<file path="config.mk">
export PLATFORM = sky130hd
export DESIGN_NAME = rsi_interlock
export DESIGN_NICKNAME = d
export VERILOG_FILES = /design/src/hdl/rsi_pkg.sv /design/src/hdl/rsi_dual_input.sv /design/src/hdl/rsi_interlock.sv
export VERILOG_INCLUDE_DIRS = /design/src /design/src/hdl
export SDC_FILE = /design/constraint.sdc
export NUM_CORES = 1
export LEC_CHECK = 0
export ABC_AREA = 0
export BUFFER_PORTS_ARGS = -buffer_cell sky130_fd_sc_hd__buf_2
export CAP_MARGIN = 20
export CORE_ASPECT_RATIO = 0.6
export CORE_MARGIN = 4
export CORE_UTILIZATION = 49
export CTS_CLUSTER_DIAMETER = 120
export DETAILED_ROUTE_END_ITERATION = 8
export PLACE_DENSITY = 0.86
export REMOVE_ABC_BUFFERS = 1
export SYNTH_ARGS = -nofsm -noshare
export SYNTH_HDL_FRONTEND = slang
export SYNTH_SLANG_ARGS = --single-unit
export TNS_END_PERCENT = 20
</file>
<file path="constraint.sdc">
create_clock -name clk -period 5.98 [get_ports clk]
set_input_delay 0.897 -clock clk [delete_from_list [all_inputs] [get_ports clk]]
set_output_delay 0.897 -clock clk [all_outputs]
set_load 0.01 [all_outputs]
</file>
<file path="src/hdl/rsi_defines.svh">
// constants for the robot safety interlock: offsets, fields, resets, timing
`ifndef RSI_DEFINES_SVH
`define RSI_DEFINES_SVH
// ----------------------------------------------------------------------
// register byte offsets
// ----------------------------------------------------------------------
`define RSI_OFF_CTRL 12'h000
`define RSI_OFF_STATUS 12'h004
`define RSI_OFF_IRQ_STAT 12'h008
`define RSI_OFF_IRQ_MASK 12'h00C
// ----------------------------------------------------------------------
// control register fields
// ----------------------------------------------------------------------
`define RSI_CTRL_SERVO_REQ 0
`define RSI_CTRL_ALARM_RST 1
`define RSI_CTRL_START 2
`define RSI_CTRL_BRAKE_REQ 3
`define RSI_CTRL_RESET 4'h0
// ----------------------------------------------------------------------
// status register fields
// ----------------------------------------------------------------------
`define RSI_ST_SERVO 0
`define RSI_ST_AUTO_RUN 1
`define RSI_ST_JOG_OK 2
`define RSI_ST_BRAKE_OK 3
`define RSI_ST_ERROR 4
`define RSI_ST_STOP 5
`define RSI_ST_DOOR_CLOSED 6
`define RSI_ST_ENABLE_CLOSED 7
// ----------------------------------------------------------------------
// interrupt event bits
// ----------------------------------------------------------------------
`define RSI_EV_DOOR_ERR 0
`define RSI_EV_STOP_EDGE 1
`define RSI_EV_SERVO_CUT 2
`define RSI_EV_CH_MISMATCH 3
`define RSI_EV_RESET 4'h0
// ----------------------------------------------------------------------
// timing
// ----------------------------------------------------------------------
`define RSI_CLK_MHZ 125
`define RSI_STOP_RESP_US 1
`define RSI_STOP_FILT_CYC 2
`endif

</file>
<file path="src/hdl/rsi_pkg.sv">
// types shared by the robot safety interlock
package rsi_pkg;
  // dual-channel contact pair, both closed means safe
  typedef struct packed {
    logic chA;
    logic chB;
  } rsi_pair_s;

  // operator inputs from the pendant and controller
  typedef struct packed {
    logic pendantEnabled;
    logic enableSwitch;
    logic manualMode;
  } rsi_pendant_s;

  // permissions presented to the motion side
  typedef struct packed {
    logic servoOn;
    logic autoRun;
    logic jogOk;
    logic brakeOk;
    logic stopCmd;
    logic error;
  } rsi_perm_s;

  typedef enum logic [1:0] {
    RSI_IDLE,
    RSI_SERVO,
    RSI_RUN,
    RSI_FAULT
  } rsi_state_e;
endpackage

</file>
<file path="src/hdl/rsi_dual_input.sv">
// dual-channel normally closed contact reader with channel agreement
`timescale 1ns/1ps
`default_nettype none
module rsi_dual_input
  import rsi_pkg::*;
(
  input wire logic clk,
  input wire logic reset,
  input wire rsi_pair_s contact,
  output logic closed,
  output logic mismatch
);
  // ----------------------------------------------------------------------
  // registered reading
  // ----------------------------------------------------------------------
  // either channel open, or the two disagreeing, reads as open
  always_ff @(posedge clk) begin
    if (reset) begin
      closed <= 1'b0;
      mismatch <= 1'b0;
    end else begin
      closed <= contact.chA & contact.chB;
      mismatch <= contact.chA ^ contact.chB;
    end
  end
endmodule
`default_nettype wire

</file>
<file path="src/hdl/rsi_interlock.sv">
// robot safety interlock: servo, jog, brake and automatic run permissions
//
// Notes on behaviour
// - special stop input commands robot stop
// - stop input change seen within one microsecond
// - door open in auto: servo off, error
// - teaching allows servo and jog, door open
// - door open: servo needs both switches held
// - door open: enabling release cuts servo
// - enabling released refuses servo and brake (code: servo still allowed with door closed)
// - door closed: pendant alone turns servo on
// - manual jog with enabling closed, any door
// - enabling open: jog only with door closed
// - brake release manual, pendant, enabling closed
// - automatic only with pendant off, door closed
// - door and enabling are dual NC contacts
//
// Local design decisions: the placing of the registers and the APB register port.
`timescale 1ns/1ps
`default_nettype none
`include "rsi_defines.svh"
module rsi_interlock
  import rsi_pkg::*;
(
  input wire logic clk,
  input wire logic reset,
  input wire logic stopIn,
  input wire rsi_pair_s doorContact,
  input wire rsi_pair_s enableContact,
  input wire rsi_pendant_s pendant,
  input wire logic psel,
  input wire logic penable,
  input wire logic pwrite,
  input wire logic [11:0] paddr,
  input wire logic [31:0] pwdata,
  output logic [31:0] prdata,
  output logic pready,
  output logic pslverr,
  output rsi_perm_s perm,
  output logic irq
);
  // ----------------------------------------------------------------------
  // local declarations
  // ----------------------------------------------------------------------
  localparam int StopCyc = `RSI_STOP_FILT_CYC;
  logic doorClosed;
  logic doorMis;
  logic enClosed;
  logic enMis;
  logic stopSeen_q;
  logic stopPrev_q;
  logic [3:0] ctrl_q;
  logic [3:0] evStat_q;
  logic [3:0] evMask_q;
  logic [3:0] evSet;
  rsi_state_e state_q;
  rsi_state_e state_d;
  logic servoAllowed;
  logic jogAllowed;
  logic brakeAllowed;
  logic autoAllowed;
  logic servoCut;
  logic wrEn;
  logic rdEn;
  logic addrOk;
  logic [31:0] rdData;

  // ----------------------------------------------------------------------
  // contact readers
  // ----------------------------------------------------------------------
  rsi_dual_input u_door (
    .clk(clk),
    .reset(reset),
    .contact(doorContact),
    .closed(doorClosed),
    .mismatch(doorMis)
  );

  rsi_dual_input u_enable (
    .clk(clk),
    .reset(reset),
    .contact(enableContact),
    .closed(enClosed),
    .mismatch(enMis)
  );

  // ----------------------------------------------------------------------
  // special stop input
  // ----------------------------------------------------------------------
  // input and output registers: 16 ns latency to perm.stopCmd, far inside the 1 us budget
  always_ff @(posedge clk) begin
    if (reset) begin
      stopSeen_q <= 1'b0;
      stopPrev_q <= 1'b0;
    end else begin
      stopSeen_q <= stopIn;
      stopPrev_q <= stopSeen_q;
    end
  end

  // ----------------------------------------------------------------------
  // permission logic
  // ----------------------------------------------------------------------
  // helper shared by jog and brake: manual, pendant live, switch held
  function automatic logic manualReady(input rsi_pendant_s p);
    manualReady = p.manualMode & p.pendantEnabled & p.enableSwitch;
  endfunction

  always_comb begin
    // door closed: pendant alone suffices
    // door open: enabling device must also be held
    if (pendant.manualMode) begin
      servoAllowed = pendant.pendantEnabled & pendant.enableSwitch
                     & (doorClosed | enClosed);
    end else begin
      servoAllowed = ~pendant.pendantEnabled & doorClosed;
    end
    // enabling closed: any door; enabling open: door closed
    jogAllowed = manualReady(pendant) & (enClosed | doorClosed);
    // brake release ignores door entirely
    brakeAllowed = manualReady(pendant) & enClosed;
    autoAllowed = ~pendant.manualMode & ~pendant.pendantEnabled & doorClosed;
  end

  // ----------------------------------------------------------------------
  // servo state machine
  // ----------------------------------------------------------------------
  // servo request is level; start and alarm reset are pulses from writes
  always_comb begin
    state_d = state_q;
    servoCut = 1'b0;
    case (state_q)
      RSI_IDLE: begin
        if (ctrl_q[`RSI_CTRL_SERVO_REQ] & servoAllowed & ~stopSeen_q) begin
          state_d = RSI_SERVO;
        end
      end
      RSI_SERVO: begin
        if (~servoAllowed | ~ctrl_q[`RSI_CTRL_SERVO_REQ]) begin
          state_d = RSI_IDLE;
          servoCut = ~servoAllowed;
        end else if (ctrl_q[`RSI_CTRL_START] & autoAllowed & ~stopSeen_q) begin
          state_d = RSI_RUN;
        end
      end
      RSI_RUN: begin
        // door opening in auto removes servo and raises error
        if (~doorClosed) begin
          state_d = RSI_FAULT;
          servoCut = 1'b1;
        end else if (~autoAllowed | ~ctrl_q[`RSI_CTRL_SERVO_REQ]) begin
          state_d = RSI_IDLE;
          servoCut = ~autoAllowed;
        end else if (stopSeen_q) begin
          state_d = RSI_SERVO;
        end
      end
      RSI_FAULT: begin
        // alarm reset accepted only once the door is closed again
        if (ctrl_q[`RSI_CTRL_ALARM_RST] & doorClosed) begin
          state_d = RSI_IDLE;
        end
      end
      default: begin
        state_d = RSI_IDLE;
      end
    endcase
  end

  always_ff @(posedge clk) begin
    if (reset) begin
      state_q <= RSI_IDLE;
    end else begin
      state_q <= state_d;
    end
  end

  // ----------------------------------------------------------------------
  // permission outputs
  // ----------------------------------------------------------------------
  // registered so the motion side sees glitch-free levels
  always_ff @(posedge clk) begin
    if (reset) begin
      perm <= '0;
    end else begin
      perm.servoOn <= (state_d == RSI_SERVO) | (state_d == RSI_RUN);
      perm.autoRun <= (state_d == RSI_RUN) & ~stopSeen_q;
      perm.jogOk <= jogAllowed & (state_d == RSI_SERVO) & ~stopSeen_q;
      perm.brakeOk <= brakeAllowed & ctrl_q[`RSI_CTRL_BRAKE_REQ];
      perm.stopCmd <= stopSeen_q;
      perm.error <= (state_d == RSI_FAULT);
    end
  end

  // ----------------------------------------------------------------------
  // apb slave
  // ----------------------------------------------------------------------
  // zero wait states: every access completes in its first access cycle
  assign pready = 1'b1;
  assign wrEn = psel & penable & pwrite;
  assign rdEn = psel & penable & ~pwrite;

  function automatic logic isMapped(input logic [11:0] a);
    isMapped = (a == `RSI_OFF_CTRL) | (a == `RSI_OFF_STATUS)
               | (a == `RSI_OFF_IRQ_STAT) | (a == `RSI_OFF_IRQ_MASK);
  endfunction

  assign addrOk = isMapped(paddr);
  assign pslverr = psel & penable & ~addrOk;

  // control: servo and brake requests are levels, start and reset self-clear
  always_ff @(posedge clk) begin
    if (reset) begin
      ctrl_q <= `RSI_CTRL_RESET;
    end else if (wrEn & (paddr == `RSI_OFF_CTRL)) begin
      ctrl_q <= pwdata[3:0];
    end else begin
      ctrl_q[`RSI_CTRL_START] <= 1'b0;
      ctrl_q[`RSI_CTRL_ALARM_RST] <= 1'b0;
    end
  end

  // events: set wins over a write-one clear in the same cycle
  always_comb begin
    evSet = '0;
    evSet[`RSI_EV_DOOR_ERR] = (state_q == RSI_RUN) & (state_d == RSI_FAULT);
    evSet[`RSI_EV_STOP_EDGE] = stopSeen_q ^ stopPrev_q;
    evSet[`RSI_EV_SERVO_CUT] = servoCut;
    evSet[`RSI_EV_CH_MISMATCH] = doorMis | enMis;
  end

  always_ff @(posedge clk) begin
    if (reset) begin
      evStat_q <= `RSI_EV_RESET;
    end else if (wrEn & (paddr == `RSI_OFF_IRQ_STAT)) begin
      evStat_q <= (evStat_q & ~pwdata[3:0]) | evSet;
    end else begin
      evStat_q <= evStat_q | evSet;
    end
  end

  always_ff @(posedge clk) begin
    if (reset) begin
      evMask_q <= `RSI_EV_RESET;
    end else if (wrEn & (paddr == `RSI_OFF_IRQ_MASK)) begin
      evMask_q <= pwdata[3:0];
    end
  end

  // level interrupt while any unmasked event is pending
  always_ff @(posedge clk) begin
    if (reset) begin
      irq <= 1'b0;
    end else begin
      irq <= |(evStat_q & evMask_q);
    end
  end

  // read mux; unmapped addresses read zero with an error answer
  always_comb begin
    rdData = '0;
    case (paddr)
      `RSI_OFF_CTRL: rdData[3:0] = ctrl_q;
      `RSI_OFF_STATUS: begin
        rdData[`RSI_ST_SERVO] = perm.servoOn;
        rdData[`RSI_ST_AUTO_RUN] = perm.autoRun;
        rdData[`RSI_ST_JOG_OK] = perm.jogOk;
        rdData[`RSI_ST_BRAKE_OK] = perm.brakeOk;
        rdData[`RSI_ST_ERROR] = perm.error;
        rdData[`RSI_ST_STOP] = perm.stopCmd;
        rdData[`RSI_ST_DOOR_CLOSED] = doorClosed;
        rdData[`RSI_ST_ENABLE_CLOSED] = enClosed;
      end
      `RSI_OFF_IRQ_STAT: rdData[3:0] = evStat_q;
      `RSI_OFF_IRQ_MASK: rdData[3:0] = evMask_q;
      default: rdData = '0;
    endcase
  end

  // read data registered on the setup cycle so it is ready in access
  always_ff @(posedge clk) begin
    if (reset) begin
      prdata <= '0;
    end else if (psel & ~penable & ~pwrite) begin
      prdata <= rdData;
    end
  end

  // keep the filter constant referenced for timing review
  logic unusedStopCyc;
  assign unusedStopCyc = (StopCyc > 0) & rdEn;
endmodule
`default_nettype wire

</file>
# Word-level counts from Yosys, hierarchy flattened
# Cells that the tools add are included.
dict set report word_totals {
  register_bits 34
  output_inout_bits 41
  elab_cells 102
  input_bits 57
}
dict set report classes {
  n_eq_ne 9
  n_reduce_logical 4
  bitwise_logic 55
  n_mux 16
}
# operator count
set op_table {}
lappend op_table {{1-bit AND} 29}
lappend op_table {{12-bit by 4-bit == test with 1-bit output (second input constant)} 2}
lappend op_table {{4-bit case mux with 4 select lines} 1}
lappend op_table {{2-bit two-way mux} 7}
lappend op_table {{12-bit by 3-bit == test with 1-bit output (second input constant)} 1}
lappend op_table {{12-bit zero test} 1}
lappend op_table {{1-bit inverter} 10}
lappend op_table {{4-bit AND} 2}
lappend op_table {{2-bit == test (second input constant)} 4}
lappend op_table {{4-bit two-way mux} 2}
lappend op_table {{1-bit bitwise OR} 8}
lappend op_table {{4-bit bitwise OR} 2}
lappend op_table {{2-bit case mux with 4 select lines} 1}
lappend op_table {{2-bit by 1-bit == test with 1-bit output (second input constant)} 2}
lappend op_table {{1-bit two-way mux} 4}
lappend op_table {{4-bit inverter} 1}
lappend op_table {{4-bit OR reduction} 1}
lappend op_table {{1-bit XOR} 3}
lappend op_table {{2-bit zero test} 1}
lappend op_table {{1-bit case mux with 2 select lines} 1}
lappend op_table {{2-bit OR reduction} 1}

# Longest topological paths before layout
dict set report logic_depth {
  ltp_word 12
  mapped_depth 9
  depth_no_buf 9
}

# Cells and area by module
# From an unflattened synthesis, not the netlist that was laid out.
dict set report unflattened {
  cells_unflattened 202
  hier_area_um2 1875.5
}
# mod cells_each seq_area_each_um2 n_inst area_per_inst_um2
set modules_own_cells {}
lappend modules_own_cells {rsi_interlock 192 600.6 1 1745.4}
lappend modules_own_cells {rsi_dual_input 5 40.0 2 65.1}

# Worst setup path after synthesis
# No wires, ideal clock.
dict set report synth_path {
  path_type {input -> register}
  start {input port pendant[2] (netlist bit)}
  end {register evStat_q[0]}
  stages 7
  t_required_ns 5.889
  setup_time_ns 0.091
  path_slack_ns 3.568
  path_buffers 0
  arrival_ns 2.321
  path_cell_list {or3b_4 > o32ai_2 > or4_4 > and3_1 > ha_1 > nand2_1 > a311oi_1}
}
dict set report synth_between {
  elab_chain_cells 12
  elab_cells_between_ends 26
  classes_between {1 x eq/ne; 8 x mux; 17 x bitwise}
}
# item line
set synth_lines {}
lappend synth_lines {{from (decl)} rsi_interlock.sv:30} ;# input wire rsi_pendant_s pendant,
lappend synth_lines {{1-bit inverter} {rsi_interlock.sv:116, rsi_interlock.sv:122}}
lappend synth_lines {{1-bit AND (2 in series)} rsi_interlock.sv:122} ;# autoAllowed = ~pendant.manualMode & ~pendant.pendantEnabled & doorClosed;
lappend synth_lines {{1-bit AND / 1-bit inverter (equally long branches)} {rsi_interlock.sv:142, rsi_interlock.sv:151}}
lappend synth_lines {{1-bit AND / 1-bit bitwise OR (equally long branches)} {rsi_interlock.sv:142, rsi_interlock.sv:151}}
lappend synth_lines {{2-bit two-way mux, on equally long branches} {rsi_interlock.sv:142, rsi_interlock.sv:151}}
lappend synth_lines {{2-bit two-way mux, on equally long branches} {rsi_interlock.sv:139, rsi_interlock.sv:148}}
lappend synth_lines {{2-bit case mux with 4 select lines (*)} rsi_interlock.sv:132} ;# case (state_q)
lappend synth_lines {{via state_d[0]} rsi_interlock.sv:57} ;# rsi_state_e state_d;
lappend synth_lines {{2-bit == test (*)} rsi_interlock.sv:226} ;# evSet[`RSI_EV_DOOR_ERR] = (state_q == RSI_RUN) & (state_d == RSI_FAULT);
lappend synth_lines {{1-bit AND (*)} rsi_interlock.sv:226}
lappend synth_lines {{4-bit bitwise OR, on equally long branches} {rsi_interlock.sv:238, rsi_interlock.sv:236}}
lappend synth_lines {{4-bit two-way mux (*)} rsi_interlock.sv:235} ;# end else if (wrEn & (paddr == `RSI_OFF_IRQ_STAT)) begin
lappend synth_lines {{to (signal assigned)} rsi_interlock.sv:234} ;# evStat_q <= `RSI_EV_RESET;
lappend synth_lines {{to (signal assigned)} rsi_interlock.sv:236} ;# evStat_q <= (evStat_q & ~pwdata[3:0]) | evSet;
lappend synth_lines {{to (signal assigned)} rsi_interlock.sv:238} ;# evStat_q <= evStat_q | evSet;
lappend synth_lines {{to (decl)} rsi_interlock.sv:53} ;# logic [3:0] evStat_q;
# Mark *: on every way through the listed nets, which the timed path passes. The rest lies on a longest branch.
# A chain may end at the register's enable or synchronous reset.

# Worst setup path after layout
dict set report layout_path {
  start {input port paddr[11]}
  end {output port pslverr}
}
dict set report layout_between {
  elab_chain_cells 6
  elab_cells_between_ends 9
  classes_between {3 x eq/ne; 5 x bitwise; 1 x reduce/logical}
}
# item line
set layout_lines {}
lappend layout_lines {{from (decl)} rsi_interlock.sv:34} ;# input wire logic [11:0] paddr,
lappend layout_lines {{12-bit by 3-bit == test with 1-bit output / 12-bit zero test (equally long branches)} -}
lappend layout_lines {{1-bit bitwise OR (2 in series)} rsi_interlock.sv:204} ;# isMapped = (a == `RSI_OFF_CTRL) | (a == `RSI_OFF_STATUS)
lappend layout_lines {{1-bit bitwise OR (*)} rsi_interlock.sv:204}
lappend layout_lines {{1-bit inverter (*)} rsi_interlock.sv:209} ;# assign pslverr = psel & penable & ~addrOk;
lappend layout_lines {{1-bit AND (*)} rsi_interlock.sv:209}
lappend layout_lines {{to (decl)} rsi_interlock.sv:38} ;# output logic pslverr,
# Every way passes the cells marked *; elsewhere a longest branch is shown, timed or not.

==> Flow_metrics.wiki <==
{| class="wikitable"
! Metric !! Value
|-
| Outcome || finished, final reports clean
|-
| Number of design rule violations left after detail routing || 0
|-
| Quantity of gates resized following cts || 0
|-
| Combinational share of power || 28.0%
|-
| Count of buffers inserted at the top-level ports || 44
|-
| Drt initial violations || 142
|-
| Static leakage || 0.9316 nW
|-
| Net switching share of the total power || 29.80%
|-
| Startpoint Class || input port
|-
| Primary FF master, synth || sky130_fd_sc_hd__dfxtp_1
|-
| Synth-to-layout area growth || 14.77%
|-
| Upper clock frequency limit || 0.3727 GHz
|-
| Overall routed net length || 4.379 mm
|-
| Leading cell types by total area after synthesis || sky130_fd_sc_hd__dfxtp_1 (36%), sky130_fd_sc_hd__buf_4 (11%), sky130_fd_sc_hd__ha_1 (5.9%), sky130_fd_sc_hd__mux4_2 (4.7%), sky130_fd_sc_hd__a21oi_1 (3.2%)
|-
| Count of warnings emitted by yosys || 0
|-
| Antenna violations before repair || 0
|-
| I/O pin cnt || 98
|-
| Post-CTS setup buffer count || 0
|-
| Cell breakdown of the critical path || buf_2, nor4_4, and3_1, nor2_1, buf_2
|-
| Setup repair after global routing missed its margin || false
|-
| Die area || 4984 um^2
|-
| Placement row count || 17
|-
| Max Fanout on Critical Path || 5
|-
| Skew-Pair Late Insertion Delay || 0.29 ns
|-
| GR Overflow Total || 0
|-
| CP top delay family || simple AND/OR/NAND/NOR gates
|-
| Deepest clock path buffer count || 2
|-
| Period Utilization, post-route || 44.87%
|-
| Detailed-placement wirelength estimate || 3.389 mm
|-
| Antenna viol nets, final || 0
|-
| All-Layer GR Usage || 18.14%
|-
| FF+latch count, synth || 34
|-
| Number of vias after detailed routing || 1,606
|-
| Peak VDD IR || 0.2007 mV
|-
| Crit. End Element || primary output
|-
| Count of mapped cells out of synthesis || 203
|-
| Crit path max-delay cell type || sky130_fd_sc_hd__nor4_4
|-
| Clock transition at the register clock pins on the worst setup and hold paths after CTS || 0.07 ns
|-
| Placer congestion estimate || 0.8723
|-
| Cts hold-fix bufs || 0
|-
| Initial standard-cell utilization of the core || 51.49%
|-
| Largest stage delay on the critical path || 0.34 ns
|-
| Core outline area || 3701 um^2
|-
| Final-layout setup total negative slack || 0 ns
|-
| Power per standard cell area || 335.9 nW/um^2
|-
| Final Slew Violations || 0
|-
| Most numerous cell types in the synthesized netlist || sky130_fd_sc_hd__dfxtp_1 (34), sky130_fd_sc_hd__buf_4 (27), sky130_fd_sc_hd__nor2_1 (14)
|-
| Int Power || 0.0005157 W
|-
| Via-to-Cell Ratio || 5.500
|-
| Crit path buf inv count || 2
|-
| Synth area leader || sky130_fd_sc_hd__dfxtp_1
|-
| CTS Root Cell || sky130_fd_sc_hd__clkbuf_8
|-
| Share of the core filled with cells in the final layout || 59.09%
|-
| Max_slew headroom || 61.52%
|-
| Critical Setup Path Class || input port to primary output
|-
| Final setup violation count || 0
|-
| Clock power frac || 35.7%
|-
| Number of clock sinks seen by CTS || 34
|-
| Maximum number of pins on one net before global-route repair || 33
|-
| Inserted Clock Buffers || 5
|-
| Clock H-tree levels || 2
|-
| Ratio of cells with drive above 1 in the final layout || 26.53%
|-
| Power dissipated by switching net loads || 0.0002189 W
|-
| Post-synth EDFFs || 0
|-
| Count leader, synth || sky130_fd_sc_hd__dfxtp_1
|-
| Setup Skew || 0.009138 ns
|-
| TritonRoute pass-1 iters || 4
|-
| Most frequent cell on the critical path || sky130_fd_sc_hd__buf_2
|-
| Max capacitance violation total || 0
|-
| Per-instance average area after synthesis || 9.387 um^2
|-
| Post-synth top area share || 35.72%
|-
| Arrival time worst endpoint || 1.79 ns
|-
| Total standard cell area after synthesis || 1906 um^2
|-
| Number of hold violations in the final report || 0
|-
| Sequential area share after synthesis || 35.72%
|-
| Async set-or-reset flop fraction in the synthesized netlist || 0%
|-
| Height of the chip || 56.31 um
|-
| Clock tree from TritonCTS || done
|-
| Average detailed-routed wire length per instance || 15.00 um
|-
| Horizontal die dimension || 88.51 um
|-
| Worst-Margin Slew || 0.5771 ns
|-
| Crit path required time || 5.08 ns
|-
| Vias in the first global route || 1,488
|-
| N_diodes || 0
|-
| Global-route wire length before repair || 7.044 mm
|-
| Nets@finish || 310
|-
| Hold WC Path Type || register to register
|-
| Count of distinct cell types in the synthesized netlist || 44
|-
| Final worst path period need || 2.683 ns
|-
| Sequential share of power || 36.3%
|}
metal layers:
metal  global-route usage [%]  vias to the layer above  part of all wire [%]
met2                    24.92                       67                    43
met3                    5.718                        3                    11
met5                        0                        -                     0
met1                    27.34                      764                    46
li1                         -                      772                     -
met4                    4.095                        0                  0.43
through the flow:
stage / setup slack (ns) / hold slack, ns / power [W] / std cells / instance area [um^2]
CTS: 3.301 / 0.4599 / 0.0007351 / 292 / 2187
detailed placement: 3.248 / 0.4535 / 0.0004731 / 284 / 2044
finish: 3.297 / 0.4626 / 0.0007346 / 292 / 2187
global route: 3.214 / 0.4894 / 0.0007735 / 292 / 2187
global placement: 3.276 / 0.4522 / 0.0004663 / 284 / 2044
floorplan: 3.568 / 0.4208 / 0.0004100 / 193 / 1765
power by group through the flow:
stage	Clock, W	Combinational (W)	Sequential, W
after floorplan	0	0.000143	0.000267
after global placement	0	0.000195	0.000271
after detailed placement	0	0.000203	0.000270
after CTS	0.000265	0.000204	0.000266
after global routing	0.000273	0.000231	0.000269
final	0.000262	0.000206	0.000267
cell usage in the layout (no fill, tap or decap), types with 2 or more instances in the layout:
| cell type | instances |
|---|---|
| sky130_fd_sc_hd__buf_2 | 44 |
| sky130_fd_sc_hd__dfxtp_1 | 34 |
| sky130_fd_sc_hd__conb_1 | 25 |
| sky130_fd_sc_hd__nor2_1 | 14 |
| sky130_fd_sc_hd__a21oi_1 | 12 |
| sky130_fd_sc_hd__nand2_1 | 10 |
| sky130_fd_sc_hd__o21ai_0 | 9 |
| sky130_fd_sc_hd__ha_1 | 9 |
| sky130_fd_sc_hd__nor2b_1 | 8 |
| sky130_fd_sc_hd__nand4_1 | 6 |
| sky130_fd_sc_hd__a22oi_1 | 6 |
| sky130_fd_sc_hd__clkbuf_8 | 6 |
| sky130_fd_sc_hd__inv_1 | 5 |
| sky130_fd_sc_hd__nand3_1 | 5 |
| sky130_fd_sc_hd__nor3b_1 | 5 |
| sky130_fd_sc_hd__and3_1 | 4 |
| sky130_fd_sc_hd__a22o_1 | 4 |
| sky130_fd_sc_hd__mux4_2 | 4 |
| sky130_fd_sc_hd__and4_1 | 3 |
| sky130_fd_sc_hd__nor3_1 | 3 |
| sky130_fd_sc_hd__o21bai_1 | 2 |
| sky130_fd_sc_hd__nor4_4 | 2 |
| sky130_fd_sc_hd__nor4b_1 | 2 |
| sky130_fd_sc_hd__a311oi_1 | 2 |
| sky130_fd_sc_hd__bufinv_16 | 2 |
worst register-to-register path, cell delays in order (launching register included):
cell and delay [ns]:
sky130_fd_sc_hd__dfxtp_1 0.46, sky130_fd_sc_hd__inv_1 0.14, sky130_fd_sc_hd__ha_1 0.29, sky130_fd_sc_hd__or3b_2 0.23, sky130_fd_sc_hd__nor2_1 0.06, sky130_fd_sc_hd__or4_1 0.51
sky130_fd_sc_hd__and3_1 0.24, sky130_fd_sc_hd__ha_1 0.25, sky130_fd_sc_hd__a21oi_1 0.18, sky130_fd_sc_hd__a311oi_1 0.07
cells by family (layout without fill, tap and decap cells):
| family | after synthesis | count (layout) | share of synthesized area (%) |
|---|---|---|---|
| and+or+nand+nor | 72 | 72 | 24.62 |
| AOI/OAI and AO/OA | 43 | 43 | 15.30 |
| buffers and inverters | 38 | 57 | 12.87 |
| DFF | 34 | 34 | 35.72 |
| adders and majority gates | 9 | 9 | 5.909 |
| muxes | 4 | 4 | 4.728 |
| other | 2 | 25 | 0.3941 |
| xor gates and xnor gates | 1 | 1 | 0.4597 |
sequential cells by signal, summed over array words and instances (netlist names):
signal	flops
u_enable.closed	1
stopSeen_q	1
prdata	8
ctrl_q	4
evStat_q	4
u_door.closed	1
irq	1
perm	6
u_enable.mismatch	1
evMask_q	4
state_q	2
u_door.mismatch	1
final cells by class:
| type | count | area (um^2) |
|---|---|---|
| repair buffers | 44 | 220.2 |
| clock inverters | 2 | 60.06 |
| well taps | 47 | 58.81 |
| fillers | 324 | 1514 |
| clock buffers | 6 | 82.58 |
| multi-input cells | 154 | 1066 |
| flip-flops and latches | 34 | 680.7 |
| inverters | 5 | 18.77 |
final timing paths:
check | startpoint | endpoint | slack [ns] | depth (start not counted)
setup / recovery | paddr[11] | pslverr | 3.30 | 5
hold / removal | ctrl_q[3] | perm[2] | 0.46 | 2
setup reg to reg | state_q[0] | evStat_q[0] | 3.42 | 9
hold reg to reg | ctrl_q[3] | perm[2] | 0.46 | 2
Power figures use the tool's default switching activity.
